`config.mk`:
```
export PLATFORM = sky130hd
export DESIGN_NAME = twi_status_cond
export DESIGN_NICKNAME = d
export VERILOG_FILES = /design/src/inc/twi_pkg.sv /design/src/rtl/twi_status_cond.sv
export SDC_FILE = /design/constraint.sdc
export NUM_CORES = 1
export LEC_CHECK = 0
export ABC_AREA = 1
export BUFFER_PORTS_ARGS = -buffer_cell sky130_fd_sc_hd__buf_2
export CAP_MARGIN = 40
export CORE_MARGIN = 2
export CORE_UTILIZATION = 55
export CTS_CLUSTER_DIAMETER = 80
export CTS_CLUSTER_SIZE = 40
export DETAILED_ROUTE_END_ITERATION = 6
export PLACE_DENSITY = 0.79
export SYNTH_ARGS = -nofsm -noshare
export SYNTH_HDL_FRONTEND = slang
export SYNTH_SLANG_ARGS = --single-unit
export TNS_END_PERCENT = 5
```
`constraint.sdc`:
```
create_clock -name clock -period 2.5 [get_ports clock]
set_clock_uncertainty 0.05 [all_clocks]
set_input_delay 0.25 -clock clock [delete_from_list [all_inputs] [get_ports clock]]
set_output_delay 0.25 -clock clock [all_outputs]
set_load 0.05 [all_outputs]
```
`src/inc/twi_pkg.sv`:
```
// Shared constants, register map and carrier types for the two-wire status block
package twi_pkg;

  // Clock of the register side, in ns
  localparam int unsigned CLK_PERIOD_NS = 20;

  // Least time in ns to whole clock cycles, never below one
  function automatic int unsigned ns_up(input int unsigned ns);
    int unsigned c;
    c = (ns + CLK_PERIOD_NS - 1) / CLK_PERIOD_NS;
    return (c < 1) ? 1 : c;
  endfunction

  // Condition timing, ns as given
  localparam int unsigned SETUP_STD_NS    = 5600;
  localparam int unsigned SETUP_FAST_NS   = 2100;
  localparam int unsigned HOLD_STD_NS     = 4800;
  localparam int unsigned HOLD_FAST_NS    = 2300;
  localparam int unsigned BUSY_STD_NS     = 3500;
  localparam int unsigned BUSY_FAST_NS    = 750;
  localparam int unsigned SCL_HALF_STD_NS  = 5000;
  localparam int unsigned SCL_HALF_FAST_NS = 1250;

  localparam logic [9:0] SETUP_STD_CYC    = 10'(ns_up(SETUP_STD_NS));
  localparam logic [9:0] SETUP_FAST_CYC   = 10'(ns_up(SETUP_FAST_NS));
  localparam logic [9:0] HOLD_STD_CYC     = 10'(ns_up(HOLD_STD_NS));
  localparam logic [9:0] HOLD_FAST_CYC    = 10'(ns_up(HOLD_FAST_NS));
  localparam logic [9:0] BUSY_STD_CYC     = 10'(ns_up(BUSY_STD_NS));
  localparam logic [9:0] BUSY_FAST_CYC    = 10'(ns_up(BUSY_FAST_NS));
  localparam logic [9:0] SCL_HALF_STD_CYC  = 10'(ns_up(SCL_HALF_STD_NS));
  localparam logic [9:0] SCL_HALF_FAST_CYC = 10'(ns_up(SCL_HALF_FAST_NS));

  // Delay from a data load to byte-done pending rising again
  localparam logic [3:0] PIN_SET_DELAY_CYC = 4'hC;

  // Bit counter values: eight data bits then the acknowledge clock
  localparam logic [3:0] BITS_DATA = 4'h8;
  localparam logic [3:0] BITS_ACK  = 4'h9;

  // Register byte offsets
  localparam logic [7:0] STATUS_OFS  = 8'h00;
  localparam logic [7:0] CONTROL_OFS = 8'h04;
  localparam logic [7:0] OWN_ADR_OFS = 8'h08;
  localparam logic [7:0] SHIFT_OFS   = 8'h0C;
  localparam logic [7:0] TXBUF_OFS   = 8'h10;

  // Values after reset
  localparam logic [7:0] STATUS_RST  = 8'h10;
  localparam logic [3:0] CONTROL_RST = 4'h0;
  localparam logic [7:0] OWN_ADR_RST = 8'h00;

  // Status register layout, bit 7 first
  typedef struct packed {
    logic master_select;
    logic transmit_direction;
    logic bus_busy_flag;
    logic byte_done_pending_n;
    logic arbitration_lost_flag;
    logic address_match_flag;
    logic general_call_flag;
    logic last_rx_bit;
  } status_t;

  // Control register writable bits 6..3
  typedef struct packed {
    logic fast_mode;
    logic ten_bit_addr;
    logic free_format_select;
    logic interface_enable;
  } control_t;

  // Master condition and clock generator, one-hot
  typedef enum logic [7:0] {
    M_IDLE     = 8'h01,
    M_START_SU = 8'h02,
    M_START_HD = 8'h04,
    M_LOW      = 8'h08,
    M_HIGH     = 8'h10,
    M_HOLD     = 8'h20,
    M_STOP_SU  = 8'h40,
    M_STOP_HD  = 8'h80
  } mstate_t;

endpackage

```
`src/rtl/twi_status_cond.sv`:
```
// Two-wire bus status flags, byte engine and START/STOP generator behind Wishbone
`timescale 1ns/1ps

// How it works
// General call sets flag; START/STOP clear it
// 7-bit: upper seven bits or general call match
// 10-bit: all eight own-address bits match
// Shift or buffer write clears address match
// Arbitration loss: flag, receive, master drops later
// Loser in address byte keeps recognising address
// Last SCL fall clears pending, raises request
// Pending low holds SCL low
// Pending set by write, load, disable, reset
// Pending rises twelve cycles after load
// Pending cleared after each relevant byte
// Busy follows START/STOP; zero when disabled
// Busy bus refuses START, counter, SCL
// Slave address R/W bit sets direction
// Direction cleared on listed events
// Master select cleared on listed events
// Master drives SCL/conditions; transmitter drives SDA
// Status write 111 generates START and byte
// Status write 110 generates STOP
// Condition setup and hold least times
// Busy changes 3.5 or 0.75 us after
module twi_status_cond (
  // Clock and reset
  input  wire logic        clock,
  input  wire logic        arst_n,
  // Wishbone slave
  input  wire logic        wb_cyc_i,
  input  wire logic        wb_stb_i,
  input  wire logic        wb_we_i,
  input  wire logic [7:0]  wb_adr_i,
  input  wire logic [3:0]  wb_sel_i,
  input  wire logic [31:0] wb_dat_i,
  output logic      [31:0] wb_dat_o,
  output logic             wb_ack_o,
  // Two-wire link, open drain
  input  wire logic        scl_i,
  output logic             scl_o,
  output logic             scl_oe,
  input  wire logic        sda_i,
  output logic             sda_o,
  output logic             sda_oe,
  // Request to the CPU
  output logic             serial_bus_irq
);

  // Line sampling
  logic [1:0] scl_sync_r;
  logic [1:0] sda_sync_r;
  logic       scl_d_r;
  logic       sda_d_r;

  always_ff @(posedge clock or negedge arst_n) begin
    if (!arst_n) begin
      scl_sync_r <= 2'h3;
      sda_sync_r <= 2'h3;
      scl_d_r    <= 1'b1;
      sda_d_r    <= 1'b1;
    end else begin
      scl_sync_r <= {scl_sync_r[0], scl_i};
      sda_sync_r <= {sda_sync_r[0], sda_i};
      scl_d_r    <= scl_sync_r[1];
      sda_d_r    <= sda_sync_r[1];
    end
  end

  logic scl_s;
  logic sda_s;
  logic scl_rise;
  logic scl_fall;
  logic start_det;
  logic stop_det;

  assign scl_s     = scl_sync_r[1];
  assign sda_s     = sda_sync_r[1];
  assign scl_rise  = scl_s & ~scl_d_r;
  assign scl_fall  = ~scl_s & scl_d_r;
  assign start_det = scl_s & scl_d_r & sda_d_r & ~sda_s;
  assign stop_det  = scl_s & scl_d_r & ~sda_d_r & sda_s;

  // Register state
  twi_pkg::control_t ctrl_r;
  logic [7:0]        own_adr_r;
  logic [7:0]        shift_r;
  logic [3:0]        bitc_r;
  logic              gc_r;
  logic              aas_r;
  logic              al_r;
  logic              pin_r;
  logic              bb_r;
  logic              trx_r;
  logic              mst_r;
  logic              lrb_r;
  twi_pkg::status_t  status_view;

  assign status_view = '{master_select:         mst_r,
                         transmit_direction:    trx_r,
                         bus_busy_flag:         bb_r,
                         byte_done_pending_n:   pin_r,
                         arbitration_lost_flag: al_r,
                         address_match_flag:    aas_r,
                         general_call_flag:     gc_r,
                         last_rx_bit:           lrb_r};

  // Bus decode: one wait state, every access answered
  logic wb_hit;
  logic wr;
  logic wr_status;
  logic wr_ctrl;
  logic wr_own;
  logic en;
  logic load_wr;

  assign wb_hit    = wb_cyc_i & wb_stb_i & ~wb_ack_o;
  assign wr        = wb_hit & wb_we_i & wb_sel_i[0];
  assign wr_status = wr && (wb_adr_i == twi_pkg::STATUS_OFS);
  assign wr_ctrl   = wr && (wb_adr_i == twi_pkg::CONTROL_OFS);
  assign wr_own    = wr && (wb_adr_i == twi_pkg::OWN_ADR_OFS);
  assign en        = ctrl_r.interface_enable;
  // Data loads are ignored while the interface is disabled
  assign load_wr   = wr & en & ((wb_adr_i == twi_pkg::SHIFT_OFS) |
                                (wb_adr_i == twi_pkg::TXBUF_OFS));

  always_ff @(posedge clock or negedge arst_n) begin
    if (!arst_n) begin
      wb_ack_o <= 1'b0;
      wb_dat_o <= 32'h0000_0000;
    end else begin
      wb_ack_o <= wb_hit;
      wb_dat_o <= 32'h0000_0000;
      if (wb_hit && !wb_we_i) begin
        unique case (wb_adr_i)
          twi_pkg::STATUS_OFS:  wb_dat_o[7:0] <= status_view;
          twi_pkg::CONTROL_OFS: wb_dat_o[7:0] <= {1'b0, ctrl_r, bitc_r[2:0]};
          twi_pkg::OWN_ADR_OFS: wb_dat_o[7:0] <= own_adr_r;
          twi_pkg::SHIFT_OFS:   wb_dat_o[7:0] <= shift_r;
          default:              wb_dat_o      <= 32'h0000_0000;
        endcase
      end
    end
  end

  always_ff @(posedge clock or negedge arst_n) begin
    if (!arst_n) begin
      ctrl_r <= twi_pkg::CONTROL_RST;
    end else if (wr_ctrl) begin
      ctrl_r <= wb_dat_i[6:3];
    end
  end

  // The match bit of the own address drops at a STOP; a write in the same cycle wins
  always_ff @(posedge clock or negedge arst_n) begin
    if (!arst_n) begin
      own_adr_r <= twi_pkg::OWN_ADR_RST;
    end else if (wr_own) begin
      own_adr_r <= wb_dat_i[7:0];
    end else if (stop_det) begin
      own_adr_r[0] <= 1'b0;
    end
  end

  // Commands carried by status writes
  logic start_cmd;
  logic stop_cmd;
  logic start_ok;
  logic start_dup;

  // START command
  assign start_cmd = wr_status & en & wb_dat_i[7] & wb_dat_i[6] & wb_dat_i[5];
  // STOP command
  assign stop_cmd  = wr_status & en & wb_dat_i[7] & wb_dat_i[6] & ~wb_dat_i[5];
  // duplicate START refused
  assign start_ok  = start_cmd & (~bb_r | mst_r);
  assign start_dup = start_cmd & bb_r & ~mst_r;

  // Byte engine events
  logic slave_ctx;
  logic addr_phase_r;
  logic addr_eval;
  logic byte_end;
  logic gcall;
  logic addr_hit;
  logic pin_clear;
  logic arb_lost;
  logic tx_bit_r;
  logic ack_low_r;
  logic go_r;

  // address still compared after a lost arbitration
  assign slave_ctx = ~mst_r | al_r;
  assign addr_eval = scl_fall && (bitc_r == twi_pkg::BITS_DATA) && addr_phase_r && slave_ctx;
  assign byte_end  = scl_fall && (bitc_r == twi_pkg::BITS_ACK);
  assign gcall     = (shift_r == 8'h00);
  // seven-bit compare
  // ten-bit compare
  assign addr_hit  = ctrl_r.ten_bit_addr ? ((shift_r == own_adr_r) | gcall)
                                         : ((shift_r[7:1] == own_adr_r[7:1]) | gcall);
  // which bytes raise byte-done
  assign pin_clear = byte_end &
                     (mst_r | trx_r | aas_r | gc_r | ctrl_r.free_format_select);
  // own high bit overridden
  assign arb_lost  = scl_rise && mst_r && trx_r && (bitc_r < twi_pkg::BITS_DATA) &&
                     tx_bit_r && !sda_s;

  always_ff @(posedge clock or negedge arst_n) begin
    if (!arst_n) begin
      shift_r      <= 8'h00;
      bitc_r       <= 4'h0;
      addr_phase_r <= 1'b0;
      tx_bit_r     <= 1'b1;
      ack_low_r    <= 1'b0;
    end else if (!en) begin
      bitc_r       <= 4'h0;
      addr_phase_r <= 1'b0;
      tx_bit_r     <= 1'b1;
      ack_low_r    <= 1'b0;
    end else if (load_wr) begin
      shift_r  <= wb_dat_i[7:0];
      tx_bit_r <= wb_dat_i[7];
      bitc_r   <= 4'h0;
    end else if (start_det) begin
      bitc_r       <= 4'h0;
      addr_phase_r <= 1'b1;
      ack_low_r    <= 1'b0;
    end else if (stop_det) begin
      bitc_r       <= 4'h0;
      addr_phase_r <= 1'b0;
      ack_low_r    <= 1'b0;
    end else if (scl_rise) begin
      if (bitc_r < twi_pkg::BITS_DATA) begin
        shift_r <= {shift_r[6:0], sda_s};
      end
      bitc_r <= bitc_r + 4'h1;
    end else if (scl_fall) begin
      if (bitc_r == twi_pkg::BITS_DATA) begin
        tx_bit_r <= 1'b1;
        if (addr_phase_r) begin
          ack_low_r <= slave_ctx & ~ctrl_r.free_format_select & addr_hit;
        end else begin
          ack_low_r <= ~trx_r & (mst_r | aas_r | gc_r | ctrl_r.free_format_select);
        end
      end else if (bitc_r == twi_pkg::BITS_ACK) begin
        bitc_r       <= 4'h0;
        addr_phase_r <= 1'b0;
        ack_low_r    <= 1'b0;
        tx_bit_r     <= shift_r[7];
      end else begin
        // Next bit is put out while SCL is low only
        tx_bit_r <= shift_r[7];
      end
    end
  end

  // general call
  always_ff @(posedge clock or negedge arst_n) begin
    if (!arst_n) begin
      gc_r <= 1'b0;
    end else if (addr_eval && !ctrl_r.free_format_select && gcall) begin
      gc_r <= 1'b1;
    end else if (start_det || stop_det) begin
      gc_r <= 1'b0;
    end
  end

  // load clears match; a match in the same cycle wins
  always_ff @(posedge clock or negedge arst_n) begin
    if (!arst_n) begin
      aas_r <= 1'b0;
    end else if (addr_eval && !ctrl_r.free_format_select && addr_hit) begin
      aas_r <= 1'b1;
    end else if (load_wr) begin
      aas_r <= 1'b0;
    end
  end

  // arbitration flag, cleared only by disabling
  always_ff @(posedge clock or negedge arst_n) begin
    if (!arst_n) begin
      al_r <= 1'b0;
    end else if (!en) begin
      al_r <= 1'b0;
    end else if (arb_lost) begin
      al_r <= 1'b1;
    end
  end

  always_ff @(posedge clock or negedge arst_n) begin
    if (!arst_n) begin
      lrb_r <= 1'b0;
    end else if (scl_rise && bitc_r == twi_pkg::BITS_DATA) begin
      lrb_r <= sda_s;
    end else if (load_wr) begin
      lrb_r <= 1'b0;
    end
  end

  // delayed set after a load
  logic [3:0] pin_cnt_r;

  always_ff @(posedge clock or negedge arst_n) begin
    if (!arst_n) begin
      pin_cnt_r <= 4'h0;
    end else if (load_wr) begin
      pin_cnt_r <= twi_pkg::PIN_SET_DELAY_CYC;
    end else if (pin_cnt_r != 4'h0) begin
      pin_cnt_r <= pin_cnt_r - 4'h1;
    end
  end

  // set sources; byte completion wins so no byte is lost
  // cleared at the last SCL fall
  always_ff @(posedge clock or negedge arst_n) begin
    if (!arst_n) begin
      pin_r <= 1'b1;
    end else if (!en) begin
      pin_r <= 1'b1;
    end else if (pin_clear) begin
      pin_r <= 1'b0;
    end else if ((wr_status && wb_dat_i[4]) || pin_cnt_r == 4'h1) begin
      pin_r <= 1'b1;
    end
  end

  // request on byte done; slave STOP too
  always_ff @(posedge clock or negedge arst_n) begin
    if (!arst_n) begin
      serial_bus_irq <= 1'b0;
    end else begin
      serial_bus_irq <= (pin_clear & pin_r) | (en & stop_det & ~mst_r);
    end
  end

  // Master clock and condition generator
  twi_pkg::mstate_t mstate_r;
  logic [9:0]       tmr_r;
  logic             stop_pend_r;
  logic [9:0]       setup_cyc;
  logic [9:0]       hold_cyc;
  logic [9:0]       half_cyc;
  logic [9:0]       busy_cyc;

  // least setup and hold per speed
  assign setup_cyc = ctrl_r.fast_mode ? twi_pkg::SETUP_FAST_CYC : twi_pkg::SETUP_STD_CYC;
  assign hold_cyc  = ctrl_r.fast_mode ? twi_pkg::HOLD_FAST_CYC : twi_pkg::HOLD_STD_CYC;
  assign half_cyc  = ctrl_r.fast_mode ? twi_pkg::SCL_HALF_FAST_CYC : twi_pkg::SCL_HALF_STD_CYC;
  assign busy_cyc  = ctrl_r.fast_mode ? twi_pkg::BUSY_FAST_CYC : twi_pkg::BUSY_STD_CYC;

  // Only a shift-register write releases the next byte; a buffer write keeps SCL held
  always_ff @(posedge clock or negedge arst_n) begin
    if (!arst_n) begin
      go_r <= 1'b0;
    end else if (load_wr && wb_adr_i == twi_pkg::SHIFT_OFS && mst_r) begin
      go_r <= 1'b1;
    end else if (mstate_r != twi_pkg::M_HOLD) begin
      go_r <= 1'b0;
    end
  end

  always_ff @(posedge clock or negedge arst_n) begin
    if (!arst_n) begin
      mstate_r    <= twi_pkg::M_IDLE;
      tmr_r       <= 10'h000;
      stop_pend_r <= 1'b0;
    end else if (!en) begin
      mstate_r    <= twi_pkg::M_IDLE;
      tmr_r       <= 10'h000;
      stop_pend_r <= 1'b0;
    end else begin
      if (tmr_r != 10'h000) begin
        tmr_r <= tmr_r - 10'h001;
      end
      if (stop_cmd && mst_r) begin
        stop_pend_r <= 1'b1;
      end
      unique case (mstate_r)
        twi_pkg::M_IDLE: begin
          // begin START
          if (start_ok) begin
            mstate_r <= twi_pkg::M_START_SU;
            tmr_r    <= setup_cyc;
          end
        end
        twi_pkg::M_START_SU: begin
          if (tmr_r == 10'h000 && scl_s) begin
            mstate_r <= twi_pkg::M_START_HD;
            tmr_r    <= hold_cyc;
          end
        end
        twi_pkg::M_START_HD: begin
          if (tmr_r == 10'h000) begin
            mstate_r <= twi_pkg::M_LOW;
            tmr_r    <= half_cyc;
          end
        end
        twi_pkg::M_LOW: begin
          if (tmr_r == 10'h000) begin
            mstate_r <= twi_pkg::M_HIGH;
            tmr_r    <= half_cyc;
          end
        end
        twi_pkg::M_HIGH: begin
          // High time counts only once the line is really high
          if (!scl_s) begin
            tmr_r <= half_cyc;
          end else if (tmr_r == 10'h000) begin
            mstate_r <= (bitc_r == twi_pkg::BITS_ACK) ? twi_pkg::M_HOLD : twi_pkg::M_LOW;
            tmr_r    <= half_cyc;
          end
        end
        twi_pkg::M_HOLD: begin
          // held until pending rises
          if (tmr_r != 10'h000) begin
            mstate_r <= twi_pkg::M_HOLD;
          end else if (!mst_r) begin
            mstate_r <= twi_pkg::M_IDLE;
          end else if (stop_pend_r && pin_r) begin
            mstate_r    <= twi_pkg::M_STOP_SU;
            stop_pend_r <= 1'b0;
            tmr_r       <= setup_cyc;
          end else if (start_ok) begin
            mstate_r <= twi_pkg::M_START_SU;
            tmr_r    <= setup_cyc;
          end else if (go_r && pin_r) begin
            mstate_r <= twi_pkg::M_LOW;
            tmr_r    <= half_cyc;
          end
        end
        twi_pkg::M_STOP_SU: begin
          if (tmr_r == 10'h000 && scl_s) begin
            mstate_r <= twi_pkg::M_STOP_HD;
            tmr_r    <= hold_cyc;
          end
        end
        twi_pkg::M_STOP_HD: begin
          if (tmr_r == 10'h000) begin
            mstate_r <= twi_pkg::M_IDLE;
          end
        end
        default: begin
          mstate_r <= twi_pkg::M_IDLE;
        end
      endcase
    end
  end

  // busy timer from the START command or the STOP setup
  logic [9:0] bbt_r;
  logic       bb_tgt_r;

  always_ff @(posedge clock or negedge arst_n) begin
    if (!arst_n) begin
      bbt_r    <= 10'h000;
      bb_tgt_r <= 1'b0;
    end else if (!en) begin
      bbt_r    <= 10'h000;
      bb_tgt_r <= 1'b0;
    end else if (start_ok) begin
      bbt_r    <= busy_cyc;
      bb_tgt_r <= 1'b1;
    end else if (mstate_r == twi_pkg::M_HOLD && tmr_r == 10'h000 && mst_r &&
                 stop_pend_r && pin_r) begin
      bbt_r    <= busy_cyc;
      bb_tgt_r <= 1'b0;
    end else if (bbt_r != 10'h000) begin
      bbt_r <= bbt_r - 10'h001;
    end
  end

  // busy flag sources
  always_ff @(posedge clock or negedge arst_n) begin
    if (!arst_n) begin
      bb_r <= 1'b0;
    end else if (!en) begin
      bb_r <= 1'b0;
    end else if (start_det) begin
      bb_r <= 1'b1;
    end else if (stop_det) begin
      bb_r <= 1'b0;
    end else if (bbt_r == 10'h001) begin
      bb_r <= bb_tgt_r;
    end
  end

  // direction clears; R14 set from R/W bit; software write last
  always_ff @(posedge clock or negedge arst_n) begin
    if (!arst_n) begin
      trx_r <= 1'b0;
    end else if (arb_lost || stop_det || start_dup || (start_det && !mst_r) ||
                 (scl_rise && bitc_r == twi_pkg::BITS_DATA && sda_s && !mst_r)) begin
      trx_r <= 1'b0;
    end else if (addr_eval && !ctrl_r.free_format_select && addr_hit) begin
      trx_r <= shift_r[0];
    end else if (wr_status) begin
      trx_r <= wb_dat_i[6];
    end
  end

  // master select clears
  // dropped once the lost byte completes
  always_ff @(posedge clock or negedge arst_n) begin
    if (!arst_n) begin
      mst_r <= 1'b0;
    end else if (stop_det || start_dup || (byte_end && al_r)) begin
      mst_r <= 1'b0;
    end else if (wr_status) begin
      mst_r <= wb_dat_i[7];
    end
  end

  // line drive, open drain
  logic scl_low;
  logic sda_low;

  always_comb begin
    scl_low = 1'b0;
    sda_low = 1'b0;
    unique case (mstate_r)
      twi_pkg::M_START_HD: begin
        sda_low = 1'b1;
        scl_low = (tmr_r == 10'h000);
      end
      twi_pkg::M_STOP_SU: begin
        // SCL rises a cycle after SDA falls, so nobody sees a false START
        sda_low = 1'b1;
        scl_low = (tmr_r == setup_cyc);
      end
      twi_pkg::M_LOW,
      twi_pkg::M_HOLD:     scl_low = 1'b1;
      default:             scl_low = 1'b0;
    endcase
    if (mstate_r != twi_pkg::M_START_HD && mstate_r != twi_pkg::M_STOP_SU &&
        mstate_r != twi_pkg::M_START_SU && mstate_r != twi_pkg::M_STOP_HD) begin
      sda_low = (trx_r & ~al_r & (bitc_r < twi_pkg::BITS_DATA) & ~tx_bit_r) | ack_low_r;
    end
    // slave stretches while pending is low
    if (!mst_r && !pin_r) begin
      scl_low = 1'b1;
    end
  end

  always_ff @(posedge clock or negedge arst_n) begin
    if (!arst_n) begin
      scl_o  <= 1'b0;
      sda_o  <= 1'b0;
      scl_oe <= 1'b0;
      sda_oe <= 1'b0;
    end else begin
      scl_o  <= 1'b0;
      sda_o  <= 1'b0;
      scl_oe <= en & scl_low;
      sda_oe <= en & sda_low;
    end
  end

endmodule

```
==> qor.csv, run 1 <==
metric,value,unit
outcome,completed,
Core Rows,38,
hold endpoint,shift_r[4],
CP Launch Type,register,
critical path arrival,2.47,ns
CTS tree,built,
vias in the first global route,5377,
TNS Setup,0,ns
H-tree levels,3,
Synth area leader,dfrtp_1,
Reg-to-Reg End,tmr_r[6],
cts repair resizes,0,
Vias/cell,5.58,
fmax,444,MHz
ys async rst share,1.00,
Worst-Margin Slew,0.678,ns
worst reg2reg path startpoint,wb_ack_o,
library cells used by synthesis,51,
vias,5690,
largest net degree at the start of global routing,51,
Comb pwr share,0.131,
total track usage,0.286,
pre-CTS setup slack,0.345,ns
sequential power share,0.525,
RSZ-0062 raised after global routing,no,
warnings from Yosys,0,
"Slew Viols, Final",0,
wire length on met1,7140,µm
Hold Crit Depth,3,
crit-path most repeated cell,nand2_1,
initial drt markers,507,
switching share of power,0.290,
Finished Layout Cells,1020,
Wirelength per Cell,15.5,µm
synth top area cells,"dfrtp_1, nand2_1, inv_1",
Final Cell Area,0.00654,mm²
clock slew at reported path FFs,0.09,ns
mapped cell area,0.00598,mm²
CTS buffer count,9,
clock power share,0.344,
minimum clock period after layout,2.25,ns
Worst VDD drop,0.000359,V
final hold vios,0,
Pint,2.06,mW
final period utilization,0.902,
worst-case reg-to-reg path depth,10,
dominant synthesized flop cell,dfrtp_1,
CTS root buf,clkbuf_8,
DIE WIDTH,108,µm
min-delay worst type,in -> reg,
Die Y,108,µm
Syn-to-layout area delta,9.33,%
met2 routed wirelength,7080,µm
reg2reg setup slack,0.25,ns
Crit path max-delay family,simple AND/OR/NAND/NOR gates,
Nets,938,
layout cells sized above 1,0.152,
Yosys top cell area share,0.330,
clk_lat worst skew,0.37,ns
post-synthesis instance total,821,
pwr dens,443,mW/mm²
CTS sink count,88,
DRC,0,
Critical Path RT,2.72,ns
die footprint,0.0117,mm²
post-layout util,0.609,
"Cell Area, Placed",0.00632,mm²
core area,0.0107,mm²
I/O Pins,89,
"commonest cells after routing, fill and taps aside","nand2_1, inv_1, nor2_1, dfrtp_1, o21ai_0",
Lkg Pwr,3.29,nW
Max Root-Sink Buffers,2,
"EDFF count, synth",0,
register bit total from synthesis,88,
worst hold start,wb_dat_i[4],
Synth Area per Inst,7.29,µm²
"Buf+Inv Stages, Crit Path",1,
switching pwr,0.839,mW
Worst Setup End Kind,register,
sequential share of the synthesized area,0.370,
"Largest stage delay, worst path",0.39,ns
MaxCap Viol Count,0,
global-route wire length before repair,26200,µm
drt total wl,15800,µm
hpwl dp,12100,µm
Final WS setup,0.246,ns
RD Place Congestion,1.02,
top sig layer,met4,
initial core utilization,0.557,
I/O Buffers,35,
Worst slew margin,0.544,
Final setup violation count,0,
met3 WL post-DR,1210,µm
Worst path slowest cell,dfrtp_1,
dpl cells,1001,
grt total ovfl,0,
critical setup path kind,reg -> reg,
"commonest non-fill, non-tap cell in the layout",nand2_1,
Worst Path Max Fanout,7,
ant diodes,0,
Final ANT Viol Nets,0,
Pre-antenna DRT Iters,5,
initial antenna violation count,0,
CP cell instances,inv_1 -> nand3_1 -> nor2_2 -> nand4_1 -> o21ai_2 -> nand2_1 -> a21oi_1 -> nand3_1 -> nand2_1 -> nand2_1,
synthesized netlist by cell type (all sizes together), types with 2 or more instances:
cell type,number
nand2,201
nor2,112
inv,105
dfrtp,79
o21ai,64
nand3,49
a21oi,40
buf,34
nor3,21
nand4,19
ha,12
xor2,12
dfstp,9
xnor2,8
a221oi,6
nor4,6
a31oi,5
clkbuf,5
o211ai,5
clkinv,4
nand3b,4
o31ai,4
a211oi,2
o221ai,2
o22ai,2
metal layers:
layer,GRT usage,vias up
li1,-,2739
met1,0.412,2666
met2,0.428,245
met3,0.0536,40
met4,0.112,0
met5,0,-
worst reg2reg max path, cell delays in order (launching register included):
cell	delay (ns)
dfrtp_1	0.39
inv_1	0.05
nand3_1	0.09
nor2_2	0.34
nand4_1	0.31
o21ai_2	0.36
nand2_1	0.19
a21oi_1	0.16
nand3_1	0.09
nand2_1	0.07
nand2_1	0.05
power by group through the flow:
stage	sequential (mW)	clock, mW	combinational [mW]
2_1_floorplan	1.54	0	0.299
3_3_place_gp	1.55	0	0.365
6_report	1.52	0.995	0.379
3_5_place_dp	1.55	0	0.377
5_1_grt	1.53	1.05	0.424
4_1_cts	1.52	1.00	0.382
per-stage QoR:
| step | power, mW | hold WS (ns) |
|---|---|---|
| after detailed placement | 1.92 | 0.220 |
| after global routing | 3.00 | 0.0653 |
| final | 2.89 | 0.0742 |
| after global placement | 1.91 | 0.212 |
| after floorplan | 1.84 | -0.0956 |
| after CTS | 2.90 | 0.0687 |
cell type report:
| cell class | count | area (µm²) |
|---|---|---|
| clock buffer | 13 | 139 |
| clock inverter | 3 | 46.3 |
| fill | 1026 | 4210 |
| inverter | 109 | 412 |
| multi-input combinational | 610 | 3190 |
| sequential | 88 | 2210 |
| tap | 140 | 175 |
| timing repair buffer | 57 | 363 |
sequential cells by signal, indices dropped and copies added (netlist names), 2 cells and up:
name	cells
scl_sync_r	2
pin_cnt_r	4
bitc_r	4
ctrl_r	3
wb_dat_o	8
sda_sync_r	2
bbt_r	10
mstate_r	8
tmr_r	10
shift_r	8
own_adr_r	8
kinds of logic (layout without fill, tap and decap cells):
family                   Yosys count  in the layout  synth area share
XOR/XNOR                          20             20            0.0293
flip-flops                        88             88             0.370
adder cells (fa/ha/maj)           12             12            0.0251
buffers and inverters            148            182             0.112
other                              1             26          0.000627
AND/OR/NAND/NOR                  414            414             0.330
AO/OA/AOI/OAI                    138            138             0.133
how the worst max path moves through the flow:
stage | start | end | cells after the start
after floorplan | wb_ack_o | tmr_r[6] | 13
after global placement | wb_ack_o | tmr_r[6] | 10
after detailed placement | wb_ack_o | tmr_r[6] | 10
after CTS | wb_ack_o | tmr_r[6] | 10
after global routing | sda_sync_r[1] | shift_r[5] | 10
final | wb_ack_o | tmr_r[6] | 10
repair_timing:
action,4_1_cts,5_1_grt
hold buffers,3,0
endpoints found under the hold margin,36,0
buffers inserted,0,0
Power figures use the tool's default switching activity.
==> run 2: changes to the inputs <==
CORE_MARGIN = not set   (was 2)
==> run 2 against run 1 <==
Sequential share of layout area shrank 0.12 points. Non-clock buffer count rose by 1. Critical path depth is the same. Critical endpoint is now shift_r[5].
==> qor.csv, run 2 (synthesized netlist as in run 1, its figures left out) <==
metric,value,unit
hpwl dp,12200,µm
post-layout util,0.630,
initial core utilization,0.574,
fmax,435,MHz
TNS Setup,0,ns
minimum clock period after layout,2.30,ns
CTS tree,built,
DIE WIDTH,106,µm
Max Root-Sink Buffers,2,
DRC,0,
CTS sink count,88,
worst hold start,wb_dat_i[2],
Wirelength per Cell,16.0,µm
critical setup path kind,reg -> reg,
vias,5779,
Syn-to-layout area delta,9.73,%
H-tree levels,3,
Setup crit start,sda_sync_r[1],
I/O Buffers,35,
CP cell instances,inv_2 -> nand3_1 -> inv_1 -> nor2_1 -> nand2_1 -> nor2_1 -> nand2_1 -> nand2_1 -> nor2_1 -> a21oi_1,
clock slew at reported path FFs,0.09,ns
die footprint,0.0113,mm²
wire length on met1,7270,µm
"commonest cells after routing, fill and taps aside","nand2_1, inv_1, nor2_1, dfrtp_1, o21ai_0",
biggest regs,"bbt_r (10), tmr_r (10)",
min-delay worst type,in -> reg,
met2 routed wirelength,7150,µm
Pre-antenna DRT Iters,6,
Worst Path Max Fanout,8,
"commonest non-fill, non-tap cell in the layout",nand2_1,
Worst Setup End Kind,register,
clk_lat worst skew,0.37,ns
drt total wl,16300,µm
Die Y,106,µm
cts repair resizes,0,
Final setup violation count,0,
final period utilization,0.919,
pwr dens,453,mW/mm²
layout cells sized above 1,0.156,
Final WS setup,0.202,ns
Fillers,976,
CTS buffer count,9,
core area,0.0104,mm²
largest net degree at the start of global routing,89,
pre-CTS setup slack,0.264,ns
vias in the first global route,5337,
Vias/cell,5.68,
RD Place Congestion,0.989,
grt total ovfl,0,
MaxCap Viol Count,0,
Worst slew margin,0.590,
total track usage,0.304,
Worst path slowest cell,dfstp_2,
I/O Pins,89,
final hold vios,0,
CP Launch Type,register,
Post-CTS Setup Bufs,0,
Final ANT Viol Nets,0,
"Largest stage delay, worst path",0.61,ns
initial antenna violation count,0,
Worst VDD drop,0.000509,V
top sig layer,met4,
Worst-Margin Slew,0.609,ns
Nets,939,
Crit path max-delay family,simple AND/OR/NAND/NOR gates,
"Buf+Inv Stages, Crit Path",2,
CTS root buf,clkbuf_8,
critical path arrival,2.55,ns
Lkg Pwr,3.32,nW
RSZ-0062 raised after global routing,no,
outcome,completed,
initial drt markers,801,
worst reg2reg path startpoint,sda_sync_r[1],
Critical Path RT,2.75,ns
Core Rows,37,
ant diodes,0,
met3 WL post-DR,1570,µm
global-route wire length before repair,26500,µm
"Slew Viols, Final",0,
[run 2: cell count changes in the layout (fill, tap and decap cells not counted), sizes merged]
cell      delta
buf          +1
clkinv       -1
clkinvlp     -1
inv          +2
[run 2: worst paths after layout]
kind,end,slack (ns),depth (start not counted)
max in group asynchronous,pin_r,1.60,3
worst min-delay path,own_adr_r[2],0.08,3
worst max register to register,shift_r[5],0.20,10
worst max-delay path,shift_r[5],0.20,10
min in group asynchronous,bitc_r[2],0.39,3
worst min register to register,scl_sync_r[1],0.31,0
[run 2: power breakdown]
| part | internal, mW | switching [mW] | total (mW) | leakage [nW] |
|---|---|---|---|---|
| combinational | 0.112 | 0.265 | 0.377 | 2.03 |
| sequential | 1.48 | 0.0491 | 1.53 | 1.18 |
| clock | 0.526 | 0.542 | 1.07 | 0.105 |
[run 2: timing repair]
action | in CTS | in global routing
hold endpoints to repair | 81 | 0
hold buffers | 3 | 0
setup endpoints to repair | 0 | 0
[run 2: area by class of cell]
cell class | count | area, µm² | area share
sequential | 88 | 2210 | 0.337
tap | 136 | 170 | 0.0259
clock buffer | 13 | 159 | 0.0242
multi-input combinational | 610 | 3190 | 0.486
inverter | 109 | 412 | 0.0627
timing repair buffer | 58 | 370 | 0.0564
clock inverter | 3 | 47.5 | 0.00724
[run 2: layer usage]
| metal | track usage | up-vias |
|---|---|---|
| met4 | 0.0903 | 0 |
| met5 | 0 | - |
| met3 | 0.0607 | 31 |
| met2 | 0.452 | 295 |
| li1 | - | 2742 |
| met1 | 0.445 | 2711 |
[run 2: through the flow]
step	total power [mW]	hold WS [ns]	area, µm²	cells
6_report	2.97	0.0762	6560	1017
5_1_grt	3.08	0.0801	6560	1017
4_1_cts	2.97	0.0782	6560	1017
3_5_place_dp	1.93	0.279	6330	998
3_3_place_gp	1.91	0.279	6330	998
2_1_floorplan	1.84	-0.0956	6080	846
[run 2: worst min-delay path, stage by stage]
cell and delay (ns):
buf_2 0.11, inv_1 0.04, o21ai_0 0.07
